### config.mk
export PLATFORM = sky130hd
export DESIGN_NAME = bridge_config_register
export DESIGN_NICKNAME = d
export VERILOG_FILES = /design/src/rtl/bridge_cfg_pkg.sv /design/src/rtl/i2c_reg_port.sv /design/src/rtl/bridge_config_register.sv
export VERILOG_INCLUDE_DIRS = /design/src /design/src/rtl
export SDC_FILE = /design/constraint.sdc
export NUM_CORES = 1
export LEC_CHECK = 0
export BUFFER_PORTS_ARGS = -buffer_cell sky130_fd_sc_hd__buf_4
export CAP_MARGIN = 40
export CELL_PAD_IN_SITES_DETAIL_PLACEMENT = 0
export CELL_PAD_IN_SITES_GLOBAL_PLACEMENT = 2
export CORE_ASPECT_RATIO = 0.6
export CORE_MARGIN = 5
export CORE_UTILIZATION = 31
export CTS_CLUSTER_DIAMETER = 80
export DETAILED_ROUTE_END_ITERATION = 8
export PLACE_DENSITY_LB_ADDON = 0.1
export REMOVE_ABC_BUFFERS = 1
export SLEW_MARGIN = 20
export SYNTH_ARGS = -nofsm -noshare
export SYNTH_HDL_FRONTEND = slang
export SYNTH_SLANG_ARGS = --single-unit
export TNS_END_PERCENT = 1
### constraint.sdc
create_clock -name CLK -period 4.7 [get_ports CLK]
set_clock_uncertainty 0.05 [all_clocks]
set_input_delay 0.94 -clock CLK [delete_from_list [all_inputs] [get_ports CLK]]
set_output_delay 0.94 -clock CLK [all_outputs]
set_load 0.1 [all_outputs]
### src/rtl/bridge_cfg_map.svh
// register offsets, field positions and reset values of the bridge configuration block
// assumes inclusion by bare name from design files
`ifndef BRIDGE_CONFIG_MAP_SVH
`define BRIDGE_CONFIG_MAP_SVH

`define BRIDGE_STATUS_OFFSET 8'h50
`define BRIDGE_CONFIG_OFFSET 8'h54

`define CFG_EXTERNAL_CONTROL_BIT 7
`define CFG_IRQ_EN_BIT 6
`define CFG_REM_EDID_DIS_BIT 5
`define CFG_AUTO_INIT_DISABLE_BIT 4
`define CFG_RESERVED_BIT 3
`define CFG_TDM_BIT 2
`define CFG_AUDIO_SRC_BIT 1
`define CFG_AUX_AUDIO_BIT 0

`define CFG_RESET_VALUE 8'h00
`define CFG_WRITE_MASK 8'hf7

`define STS_IRQ_PENDING_BIT 6
`define STS_INIT_DONE_BIT 4
`define STS_REM_EDID_LOADED_BIT 3

// i2c device address, value arbitrary
`define I2C_DEVICE_ADDR 7'h0c

`endif

### src/rtl/bridge_cfg_pkg.sv
// types shared by the bridge configuration block and its i2c register port
// assumes nothing of its surroundings
package bridge_cfg_pkg;

  typedef enum logic [2:0] {
    SEQ_STRAP,
    SEQ_DECIDE,
    SEQ_EDID,
    SEQ_INIT_CHECK,
    SEQ_INIT,
    SEQ_DONE
  } seq_state_t;

  typedef enum logic [3:0] {
    I2C_IDLE,
    I2C_ADDR,
    I2C_ADDR_ACK,
    I2C_PTR,
    I2C_PTR_ACK,
    I2C_WR,
    I2C_WR_ACK,
    I2C_RD,
    I2C_RD_ACK
  } i2c_state_t;

endpackage

### src/rtl/i2c_reg_port.sv
// i2c slave giving byte access to an 8-bit register space with auto-increment
// assumes scl and sda arrive synchronous to clk and slow against it
`timescale 1ns/10ps
`include "bridge_cfg_map.svh"

module i2c_reg_port #(
  parameter logic [6:0] DEV_ADDR = `I2C_DEVICE_ADDR
) (
  input wire logic clk,
  input wire logic rst,
  input wire logic scl_in,
  input wire logic sda_in,
  output logic sda_out,
  output logic sda_oe,
  output logic [7:0] reg_addr,
  input wire logic [7:0] reg_rdata,
  output logic wr_stb,
  output logic [7:0] wr_data
);

  bridge_cfg_pkg::i2c_state_t state_q;
  logic scl_q, sda_q, rw_q, oe_q, wr_q;
  logic [7:0] shift_q, rd_q, ptr_q, wdat_q;
  logic [3:0] cnt_q;
  logic scl_rise, scl_fall, start_c, stop_c;

  assign scl_rise = scl_in & ~scl_q;
  assign scl_fall = ~scl_in & scl_q;
  assign start_c = scl_in & scl_q & sda_q & ~sda_in;
  assign stop_c = scl_in & scl_q & ~sda_q & sda_in;

  assign sda_out = 1'b0;
  assign sda_oe = oe_q;
  assign reg_addr = ptr_q;
  assign wr_stb = wr_q;
  assign wr_data = wdat_q;

  // line history for edge and condition detection
  always_ff @(posedge clk or posedge rst) begin
    if (rst) begin
      scl_q <= 1'b1;
      sda_q <= 1'b1;
    end else begin
      scl_q <= scl_in;
      sda_q <= sda_in;
    end
  end

  // bit receive shift and count; a byte and its ack bit take nine scl rises
  always_ff @(posedge clk or posedge rst) begin
    if (rst) begin
      shift_q <= 8'h00;
      cnt_q <= 4'h0;
    end else if (start_c || (scl_fall && cnt_q == 4'h9)) begin
      cnt_q <= 4'h0;
    end else if (scl_rise) begin
      shift_q <= {shift_q[6:0], sda_in};
      cnt_q <= cnt_q + 4'h1;
    end
  end

  // transaction sequencing and sda drive
  always_ff @(posedge clk or posedge rst) begin
    if (rst) begin
      state_q <= bridge_cfg_pkg::I2C_IDLE;
      rw_q <= 1'b0;
      oe_q <= 1'b0;
      wr_q <= 1'b0;
      ptr_q <= 8'h00;
      wdat_q <= 8'h00;
      rd_q <= 8'h00;
    end else begin
      wr_q <= 1'b0;
      if (start_c) begin
        state_q <= bridge_cfg_pkg::I2C_ADDR;
        oe_q <= 1'b0;
      end else if (stop_c) begin
        state_q <= bridge_cfg_pkg::I2C_IDLE;
        oe_q <= 1'b0;
      end else if (scl_fall) begin
        unique case (state_q)
          bridge_cfg_pkg::I2C_IDLE: begin
            oe_q <= 1'b0;
          end
          bridge_cfg_pkg::I2C_ADDR: begin
            if (cnt_q == 4'h8) begin
              if (shift_q[7:1] == DEV_ADDR) begin
                oe_q <= 1'b1;
                rw_q <= shift_q[0];
                state_q <= bridge_cfg_pkg::I2C_ADDR_ACK;
              end else begin
                state_q <= bridge_cfg_pkg::I2C_IDLE;
              end
            end
          end
          bridge_cfg_pkg::I2C_ADDR_ACK: begin
            if (rw_q) begin
              rd_q <= reg_rdata;
              oe_q <= ~reg_rdata[7];
              state_q <= bridge_cfg_pkg::I2C_RD;
            end else begin
              oe_q <= 1'b0;
              state_q <= bridge_cfg_pkg::I2C_PTR;
            end
          end
          bridge_cfg_pkg::I2C_PTR: begin
            if (cnt_q == 4'h8) begin
              ptr_q <= shift_q;
              oe_q <= 1'b1;
              state_q <= bridge_cfg_pkg::I2C_PTR_ACK;
            end
          end
          bridge_cfg_pkg::I2C_WR: begin
            if (cnt_q == 4'h8) begin
              wdat_q <= shift_q;
              wr_q <= 1'b1;
              oe_q <= 1'b1;
              state_q <= bridge_cfg_pkg::I2C_WR_ACK;
            end
          end
          bridge_cfg_pkg::I2C_PTR_ACK, bridge_cfg_pkg::I2C_WR_ACK: begin
            if (state_q == bridge_cfg_pkg::I2C_WR_ACK) begin
              ptr_q <= ptr_q + 8'h01;
            end
            oe_q <= 1'b0;
            state_q <= bridge_cfg_pkg::I2C_WR;
          end
          bridge_cfg_pkg::I2C_RD: begin
            if (cnt_q == 4'h8) begin
              oe_q <= 1'b0;
              ptr_q <= ptr_q + 8'h01;
              state_q <= bridge_cfg_pkg::I2C_RD_ACK;
            end else begin
              oe_q <= ~rd_q[3'(4'h7 - cnt_q)];
            end
          end
          bridge_cfg_pkg::I2C_RD_ACK: begin
            if (!shift_q[0]) begin
              rd_q <= reg_rdata;
              oe_q <= ~reg_rdata[7];
              state_q <= bridge_cfg_pkg::I2C_RD;
            end else begin
              state_q <= bridge_cfg_pkg::I2C_IDLE;
            end
          end
          default: begin
            state_q <= bridge_cfg_pkg::I2C_IDLE;
            oe_q <= 1'b0;
          end
        endcase
      end
    end
  end

endmodule

### src/rtl/bridge_config_register.sv
// bridge configuration register, status register and the logic they steer
// assumes i2c host access, strap pins stable at reset release, inputs synchronous to CLK
//
// Overview of operation
// bit 7 set disables internal control and receiver init; loaded from strap one
// with external control the i2c controller must initialise the receiver itself
// bit 6 gates receiver interrupts onto active-low interrupt output; resets to zero
// software may read status register to find whether interrupt came from receiver
// status bit 6 shows a pending receiver interrupt, read only
// by default probe remote bus for edid eeprom and copy it locally
// bit 5 set skips automatic remote edid load; loaded from strap one
// receiver auto-init runs unless bit 4 or bit 7 set; bit 4 resets to zero
// bit 2 enables tdm handling of hdmi audio; resets to zero
// bit 1 picks link audio: zero hdmi, one local i2s
// bit 0 adds aux two-channel audio stream; loaded from strap zero
// bit 3 reserved: reads zero, writes ignored
`timescale 1ns/10ps
`include "bridge_cfg_map.svh"

module bridge_config_register #(
  parameter int AUDIO_W = 32,
  parameter logic [6:0] DEV_ADDR = `I2C_DEVICE_ADDR
) (
  input wire logic CLK,
  input wire logic RST,
  input wire logic SCL_IN,
  input wire logic SDA_IN,
  output logic SDA_OUT,
  output logic SDA_OE,
  input wire logic STRAP_PIN_ZERO,
  input wire logic STRAP_PIN_ONE,
  input wire logic HDMI_RX_IRQ,
  output logic INTERRUPT_OUT_N,
  output logic EDID_LOAD_START,
  input wire logic EDID_LOAD_DONE,
  output logic RX_INIT_START,
  input wire logic RX_INIT_DONE,
  output logic EXTERNAL_CONTROL,
  output logic TDM_AUDIO_ENABLE,
  input wire logic [AUDIO_W-1:0] HDMI_AUDIO_WORD,
  input wire logic HDMI_AUDIO_VALID,
  input wire logic [AUDIO_W-1:0] LOCAL_AUDIO_WORD,
  input wire logic LOCAL_AUDIO_VALID,
  output logic [AUDIO_W-1:0] LINK_AUDIO_WORD,
  output logic LINK_AUDIO_VALID,
  input wire logic [AUDIO_W-1:0] AUX_AUDIO_WORD,
  input wire logic AUX_AUDIO_VALID,
  output logic [AUDIO_W-1:0] LINK_AUX_WORD,
  output logic LINK_AUX_VALID
);

  bridge_cfg_pkg::seq_state_t seq_q;
  logic [7:0] cfg_q, reg_addr, reg_rdata, wr_data;
  logic wr_stb, strap_pend_q, irq_pend_q, irq_n_q;
  logic init_done_q, edid_loaded_q, edid_start_q, init_start_q;
  logic [7:0] status_c;

  function automatic logic hits(input logic [7:0] a, input logic [7:0] off);
    return a == off;
  endfunction

  i2c_reg_port #(
    .DEV_ADDR(DEV_ADDR)
  ) u_port (
    .clk(CLK),
    .rst(RST),
    .scl_in(SCL_IN),
    .sda_in(SDA_IN),
    .sda_out(SDA_OUT),
    .sda_oe(SDA_OE),
    .reg_addr(reg_addr),
    .reg_rdata(reg_rdata),
    .wr_stb(wr_stb),
    .wr_data(wr_data)
  );

  // configuration register, straps caught on the first edge after reset release
  always_ff @(posedge CLK or posedge RST) begin
    if (RST) begin
      cfg_q <= `CFG_RESET_VALUE;
      strap_pend_q <= 1'b1;
    end else if (strap_pend_q) begin
      strap_pend_q <= 1'b0;
      cfg_q[`CFG_EXTERNAL_CONTROL_BIT] <= STRAP_PIN_ONE;
      cfg_q[`CFG_REM_EDID_DIS_BIT] <= STRAP_PIN_ONE;
      cfg_q[`CFG_AUX_AUDIO_BIT] <= STRAP_PIN_ZERO;
    end else if (wr_stb && hits(reg_addr, `BRIDGE_CONFIG_OFFSET)) begin
      cfg_q <= wr_data & `CFG_WRITE_MASK;
    end
  end

  // status register contents
  always_comb begin
    status_c = 8'h00;
    status_c[`STS_IRQ_PENDING_BIT] = irq_pend_q;
    status_c[`STS_INIT_DONE_BIT] = init_done_q;
    status_c[`STS_REM_EDID_LOADED_BIT] = edid_loaded_q;
  end

  // read mux, unmapped offsets read zero
  always_comb begin
    if (hits(reg_addr, `BRIDGE_CONFIG_OFFSET)) begin
      reg_rdata = cfg_q;
    end else if (hits(reg_addr, `BRIDGE_STATUS_OFFSET)) begin
      reg_rdata = status_c;
    end else begin
      reg_rdata = 8'h00;
    end
  end

  // interrupt pending and reporting
  always_ff @(posedge CLK or posedge RST) begin
    if (RST) begin
      irq_pend_q <= 1'b0;
      irq_n_q <= 1'b1;
    end else begin
      irq_pend_q <= HDMI_RX_IRQ;
      irq_n_q <= ~(HDMI_RX_IRQ & cfg_q[`CFG_IRQ_EN_BIT]);
    end
  end
  assign INTERRUPT_OUT_N = irq_n_q;

  // start-up sequence: remote edid load, then receiver init
  always_ff @(posedge CLK or posedge RST) begin
    if (RST) begin
      seq_q <= bridge_cfg_pkg::SEQ_STRAP;
      edid_start_q <= 1'b0;
      init_start_q <= 1'b0;
      init_done_q <= 1'b0;
      edid_loaded_q <= 1'b0;
    end else begin
      edid_start_q <= 1'b0;
      init_start_q <= 1'b0;
      unique case (seq_q)
        bridge_cfg_pkg::SEQ_STRAP: begin
          seq_q <= bridge_cfg_pkg::SEQ_DECIDE;
        end
        bridge_cfg_pkg::SEQ_DECIDE: begin
          if (!cfg_q[`CFG_REM_EDID_DIS_BIT]) begin
            edid_start_q <= 1'b1;
            seq_q <= bridge_cfg_pkg::SEQ_EDID;
          end else begin
            seq_q <= bridge_cfg_pkg::SEQ_INIT_CHECK;
          end
        end
        bridge_cfg_pkg::SEQ_EDID: begin
          if (EDID_LOAD_DONE) begin
            edid_loaded_q <= 1'b1;
            seq_q <= bridge_cfg_pkg::SEQ_INIT_CHECK;
          end
        end
        bridge_cfg_pkg::SEQ_INIT_CHECK: begin
          if (!cfg_q[`CFG_EXTERNAL_CONTROL_BIT] && !cfg_q[`CFG_AUTO_INIT_DISABLE_BIT]) begin
            init_start_q <= 1'b1;
            seq_q <= bridge_cfg_pkg::SEQ_INIT;
          end else begin
            seq_q <= bridge_cfg_pkg::SEQ_DONE;
          end
        end
        bridge_cfg_pkg::SEQ_INIT: begin
          if (RX_INIT_DONE) begin
            init_done_q <= 1'b1;
            seq_q <= bridge_cfg_pkg::SEQ_DONE;
          end
        end
        bridge_cfg_pkg::SEQ_DONE: begin
          seq_q <= bridge_cfg_pkg::SEQ_DONE;
        end
      endcase
    end
  end
  assign EDID_LOAD_START = edid_start_q;
  assign RX_INIT_START = init_start_q;
  assign EXTERNAL_CONTROL = cfg_q[`CFG_EXTERNAL_CONTROL_BIT];
  assign TDM_AUDIO_ENABLE = cfg_q[`CFG_TDM_BIT];

  // audio source select onto the link
  always_ff @(posedge CLK or posedge RST) begin
    if (RST) begin
      LINK_AUDIO_WORD <= '0;
      LINK_AUDIO_VALID <= 1'b0;
    end else if (cfg_q[`CFG_AUDIO_SRC_BIT]) begin
      LINK_AUDIO_WORD <= LOCAL_AUDIO_WORD;
      LINK_AUDIO_VALID <= LOCAL_AUDIO_VALID;
    end else begin
      LINK_AUDIO_WORD <= HDMI_AUDIO_WORD;
      LINK_AUDIO_VALID <= HDMI_AUDIO_VALID;
    end
  end

  // auxiliary two-channel stream
  always_ff @(posedge CLK or posedge RST) begin
    if (RST) begin
      LINK_AUX_WORD <= '0;
      LINK_AUX_VALID <= 1'b0;
    end else begin
      LINK_AUX_WORD <= AUX_AUDIO_WORD;
      LINK_AUX_VALID <= AUX_AUDIO_VALID & cfg_q[`CFG_AUX_AUDIO_BIT];
    end
  end

  a_ext_no_init: assert property (@(posedge CLK) disable iff (RST)
    (seq_q == bridge_cfg_pkg::SEQ_INIT_CHECK && cfg_q[`CFG_EXTERNAL_CONTROL_BIT])
    |=> !RX_INIT_START && seq_q == bridge_cfg_pkg::SEQ_DONE)
    else $error("receiver init started under external control");

  a_strap_capture: assert property (@(posedge CLK) disable iff (RST)
    strap_pend_q |=> cfg_q[0] == $past(STRAP_PIN_ZERO) && cfg_q[7] == $past(STRAP_PIN_ONE)
    && cfg_q[5] == $past(STRAP_PIN_ONE))
    else $error("strap values not loaded");

  a_irq_reported: assert property (@(posedge CLK) disable iff (RST)
    (HDMI_RX_IRQ && cfg_q[`CFG_IRQ_EN_BIT]) |=> !INTERRUPT_OUT_N)
    else $error("enabled receiver interrupt not reported");

  a_irq_masked: assert property (@(posedge CLK) disable iff (RST)
    !cfg_q[`CFG_IRQ_EN_BIT] ##1 !cfg_q[`CFG_IRQ_EN_BIT] |-> INTERRUPT_OUT_N)
    else $error("masked interrupt reported");

  a_pending_flag: assert property (@(posedge CLK) disable iff (RST)
    HDMI_RX_IRQ |=> status_c[`STS_IRQ_PENDING_BIT])
    else $error("pending flag missing");

  a_edid_default: assert property (@(posedge CLK) disable iff (RST)
    (seq_q == bridge_cfg_pkg::SEQ_DECIDE && !cfg_q[5]) |=> EDID_LOAD_START)
    else $error("remote edid load not started");

  a_edid_skip: assert property (@(posedge CLK) disable iff (RST)
    (seq_q == bridge_cfg_pkg::SEQ_DECIDE && cfg_q[5]) |=> !EDID_LOAD_START ##1 !EDID_LOAD_START)
    else $error("remote edid load not skipped");

  a_auto_init: assert property (@(posedge CLK) disable iff (RST)
    (seq_q == bridge_cfg_pkg::SEQ_INIT_CHECK) |=> RX_INIT_START == !($past(cfg_q[4]) || $past(cfg_q[7])))
    else $error("auto init decision wrong");

  a_tdm_follow: assert property (@(posedge CLK) disable iff (RST)
    (wr_stb && hits(reg_addr, `BRIDGE_CONFIG_OFFSET) && !strap_pend_q) |=> TDM_AUDIO_ENABLE == $past(wr_data[2]))
    else $error("tdm enable not written");

  a_audio_select: assert property (@(posedge CLK) disable iff (RST)
    cfg_q[1] |=> LINK_AUDIO_WORD == $past(LOCAL_AUDIO_WORD) && LINK_AUDIO_VALID == $past(LOCAL_AUDIO_VALID))
    else $error("local audio not selected");

  a_reserved_zero: assert property (@(posedge CLK) disable iff (RST)
    !cfg_q[`CFG_RESERVED_BIT])
    else $error("reserved bit set");

endmodule

=== Yosys cells after proc, flatten, opt, wreduce, memory -nomap -nowiden ===
Index checks and enable logic that the tools add are counted.

* Bits in registers: 128
* Output and inout bits: 73
* Word-level logic and storage cells: 162
* Input bits: 108

* Reduce and logical (&&, ||, !) cells: 26
* Order comparisons: 1
* Bitwise operators: 20
* $add $sub $neg: 3
* Eq/ne operators: 33
* Multiplexer cells: 54

{| class="wikitable"
|+ Operators by type and width
! kind !! count
|-
| $mux 8 || 7
|-
| $mux 4 || 9
|-
| $mux 32 || 1
|-
| $pmux 4 s8 || 1
|-
| $mux 1 || 25
|-
| $ne 4x1->1 const B || 6
|-
| $pmux 8 s3 || 1
|-
| $pmux 3 s6 || 1
|-
| $reduce_and 6->1 || 3
|-
| $eq 4x3->1 const B || 4
|-
| $eq 8x7->1 const B || 2
|-
| $pmux 8 s2 || 1
|-
| $eq 4x4->1 const B || 3
|-
| $mux 3 || 4
|-
| $not 1->1 || 11
|-
| $reduce_and 2->1 || 5
|-
| $reduce_and 5->1 || 2
|-
| $and 1x1->1 || 9
|-
| $add 8x1->8 const B || 1
|-
| $eq 4x2->1 const B || 2
|-
| $ne 2x1->1 const B || 4
|-
| $eq 7x4->1 const B || 1
|-
| $mux 7 || 1
|-
| $reduce_and 7->1 || 1
|-
| 21 further kinds || 32
|}

=== Longest topological paths before layout ===
* Word-level depth: 9
* Mapped depth: 8
* Mapped depth without buffers: 7

=== By module ===
Synthesis repeated with hierarchy kept, for this count alone.

* Cell total of the unflattened synthesis: 425
* Area total of the unflattened synthesis: 5,352.6 µm²

{| class="wikitable"
|+ By module, submodules not included
! module !! instances !! area an instance (µm²) !! cells each !! sequential area each (µm²)
|-
| bridge_config_register || 1 || 2,880.3 || 179 || 2,079.5
|-
| i2c_reg_port || 1 || 2,472.4 || 246 || 1,128.6
|}

=== Least setup slack after synthesis ===
No wires, ideal clock.

* Kind: input -> register
* Start: in SCL_IN
* End: reg u_port.rw_q
* Required time: 4.523 ns
* Cell stages on the path: 5
* Path buffers: 0
* Path slack: 2.591 ns
* Library setup time: 0.127 ns
* Arrival: 1.931 ns
* Cell sequence: nand2b_1 > or3_1 > nor2_1 > nand2_1 > mux2_1

* Longest elaborated chain between the ends: 5
* Elaborated cells on any way between the ends: 10
* Those cells by class: 9 x bitwise; 1 x reduce/logical

{| class="wikitable"
|+ RTL lines
! element !! RTL line !! RTL
|-
| start: declaration || bridge_config_register.sv:26 || <nowiki>input wire logic SCL_IN,</nowiki>
|-
| $and 1x1->1 || i2c_reg_port.sv:29, i2c_reg_port.sv:30 ||
|-
| $and 1x1->1 (on tied branches) (2 in a row) || i2c_reg_port.sv:29, i2c_reg_port.sv:30 ||
|-
| $not 1->1 (no source line) || - ||
|-
| $reduce_and 6->1 (no source line) (*) || - ||
|-
| end signal: assignment || i2c_reg_port.sv:89 || <nowiki>rw_q <= shift_q[0];</nowiki>
|-
| end: declaration || i2c_reg_port.sv:22 || <nowiki>logic scl_q, sda_q, rw_q, oe_q, wr_q;</nowiki>
|}

Mark *: on every way between the ends. The rest lies on a longest branch, timed or not.
A chain may end at the register's enable or synchronous reset.

=== Final worst setup path ===
* Start: reg cfg_q[7]
* End: out EXTERNAL_CONTROL

{| class="wikitable"
|+ RTL lines
! element !! RTL line !! RTL
|-
| start: declaration || bridge_config_register.sv:53 || <nowiki>logic [7:0] cfg_q, reg_addr, reg_rdata, wr_data;</nowiki>
|-
| start signal: assignment || bridge_config_register.sv:80 || <nowiki>cfg_q <= `CFG_RESET_VALUE;</nowiki>
|-
| start signal: assignment || bridge_config_register.sv:88 || <nowiki>cfg_q <= wr_data & `CFG_WRITE_MASK;</nowiki>
|-
| end: declaration || bridge_config_register.sv:38 || <nowiki>output logic EXTERNAL_CONTROL,</nowiki>
|}

No word-level cell between the ends.

==> metrics <==
setup TNS 0 ps; DR iter-0 viols 208; R2R cell count 8; grt ovf 0; CP Launch Type register; # fillers 1527; min Tclk post-route 2220 ps; Setup violations, final 0; Post-Synthesis Cell Area 5120 um^2; post-synthesis register bit count 127; Crit Path Max Fanout 5; Post-synth top cells 123 x dfrtp_1, 60 x nand2_1, 33 x mux2_2, 19 x nor2_1; Synth Warn # 0; Detail Route Antenna Nets 0; crit end category primary output; Slew @ Worst Pin 528 ps; GR peak layer met2; Setup CP Type register to primary output; Clock Sink Count 127; Syn Area/Cell 12.3 um^2; number of H-tree levels 4; non-filler instance count after layout 824; top-count cell post-synth dfrtp_1; DR vias 3803; max-slew violation count 0; Clock Tree Buf Depth 2; status finished, final reports clean; Routed WL 13.3 mm; P&R area growth vs syn 42.6%; via/cell ratio 4.62; GP Congestion 0.800; hold slack 385 ps; CP top delay family flip-flops; wire length per cell 16.1 um; Initial Utilization 31.6%; Critical R2R Launch u_port.cnt_q[0]$_DFFE_PP0P_; drc violations 0; peak supply drop 0.183 mV; clk root buf clkbuf_16; number of port buffers 179; crit-path cells buf_4; Reg-to-Reg End u_port.reg_addr[4]$_DFFE_PP0P_; sequential share of the synthesized area 62.2%; vias in the first global route 4016; die area 19300 um^2; Clock transition at path regs 70 ps; largest net degree at the start of global routing 67; post-synth top area share 60.2%; max incr delay on CP 470 ps; Ports 181; core box area 16200 um^2; met3 Usage GRT 5.60%; slowest stage cell, crit path dfrtp_1; met1 usage 19.6%; RSZ-0062 raised after global routing false; CTS buffer count 17; pre-CTS setup slack 2200 ps; Critical Path Stages 1; NumNets Final 715; post-synth top area cell dfrtp_1; Clk Latency, worst-skew pair 420 ps; Max transition margin 64.8%; Ant. Diodes 0; Die X 176 um; initial antenna violation count 0; Detailed Routing Iterations Pass 1 4; CP arrival 1230 ps; fmax 0.450 GHz; Async S/R FF share, synth 100%; total track usage 14.2%; Cells after Synth 415; postcts setup bufs 0; synth top area cells dfrtp_1 60%, mux2_2 7.3%, nand2_1 4.4%; Max Cap Viol 0; CP required 3710 ps; met2 GRT Util 20.9%; post-CTS sizing 0; period utilization 47.3%; crit path buf inv count 1; first-pass GRT wire length 21.4 mm; Setup WS post-layout 2480 ps; Core Rows 36; final hold violations 0; TritonCTS clock tree done; r2r setup slk 2540 ps; distinct cell type count after synthesis 59; Cells after DPL 791; ratio of cells with drive above 1 in the final layout 43.4%; chip height 110 um; Leak Pwr 0.00349 uW; HP Class input port to async pin; EDFF count, synth 0; PwrDens 455 nW/um^2; hpwl dp 9.95 mm; predominant post-synthesis flop cell dfrtp_1; hold buffers post-CTS 0
stage by stage:
step / utilization (%) / instance area (um^2) / power, uW
after floorplan: - / 5030 / 1800
after global placement: 41.1 / 6660 / 2020
after detailed placement: 41.1 / 6670 / 2030
after CTS: 44.8 / 7270 / 3370
after global routing: 45.0 / 7300 / 3490
final: 45.0 / 7300 / 3320
layout make-up:
type	count	area, um^2	area share, %
clock buffer	17	425	5.83
inverter	11	43.8	0.600
timing repair buffer	185	1410	19.3
multi-input combinational	260	1800	24.7
sequential	127	3180	43.6
tap	209	262	3.58
clock inverter	15	173	2.37
cell families after synthesis:
group	synth area share [%]
fa+ha+maj	1.22
buf+inv	2.62
mux	12.3
simple gates	12.2
flops	62.2
other cells	0.0733
compound gates	8.88
xor+xnor	0.514
power by group:
group	internal, uW	switching [uW]	total (uW)
clock network	757	560	1320
logic	238	469	707
registers	1180	116	1300
worst max-delay path by stage:
stage	end	startpoint
2_1_floorplan	EDID_LOAD_START$_DFF_PP0_	RST
3_3_place_gp	u_port.reg_addr[4]$_DFFE_PP0P_	SCL_IN
3_5_place_dp	u_port.rd_q[3]$_DFFE_PP0P_	SCL_IN
4_1_cts	EXTERNAL_CONTROL	cfg_q[7]$_DFFE_PP0P_
5_1_grt	u_port.reg_addr[4]$_DFFE_PP0P_	u_port.cnt_q[0]$_DFFE_PP0P_
6_report	EXTERNAL_CONTROL	cfg_q[7]$_DFFE_PP0P_
cells in the final DEF (no fill, tap or decap), types with 4 or more instances in the layout:
cell,count
a21oi_1,12
buf_4,183
clkbuf_16,17
clkinvlp_4,4
dfrtp_1,123
dfstp_2,4
ha_1,5
inv_1,10
inv_6,4
inv_8,4
mux2_1,13
mux2_2,33
mux2i_1,6
nand2_1,60
nand2b_1,7
nand3_1,9
nor2_1,19
nor2b_1,5
nor3_1,4
o21ai_0,8
o21ai_1,13
o22ai_1,6
sequential cells by signal, summed over array words and instances (netlist names), 3 cells and up:
name             cells
LINK_AUDIO_WORD     32
LINK_AUX_WORD       32
cfg_q                7
seq_q                3
u_port.cnt_q         4
u_port.rd_q          8
u_port.reg_addr      8
u_port.shift_q       8
u_port.state_q       4
u_port.wr_data       7
per-layer routing:
metal	routed length, um	part of all wire, %	vias to the layer above
met3	1150	8.7	8
li1	-	-	1820
met2	6060	46	122
met1	6020	45	1853
met5	0	0	-
met4	65	0.49	0
(Power assumes the default switching activity.)
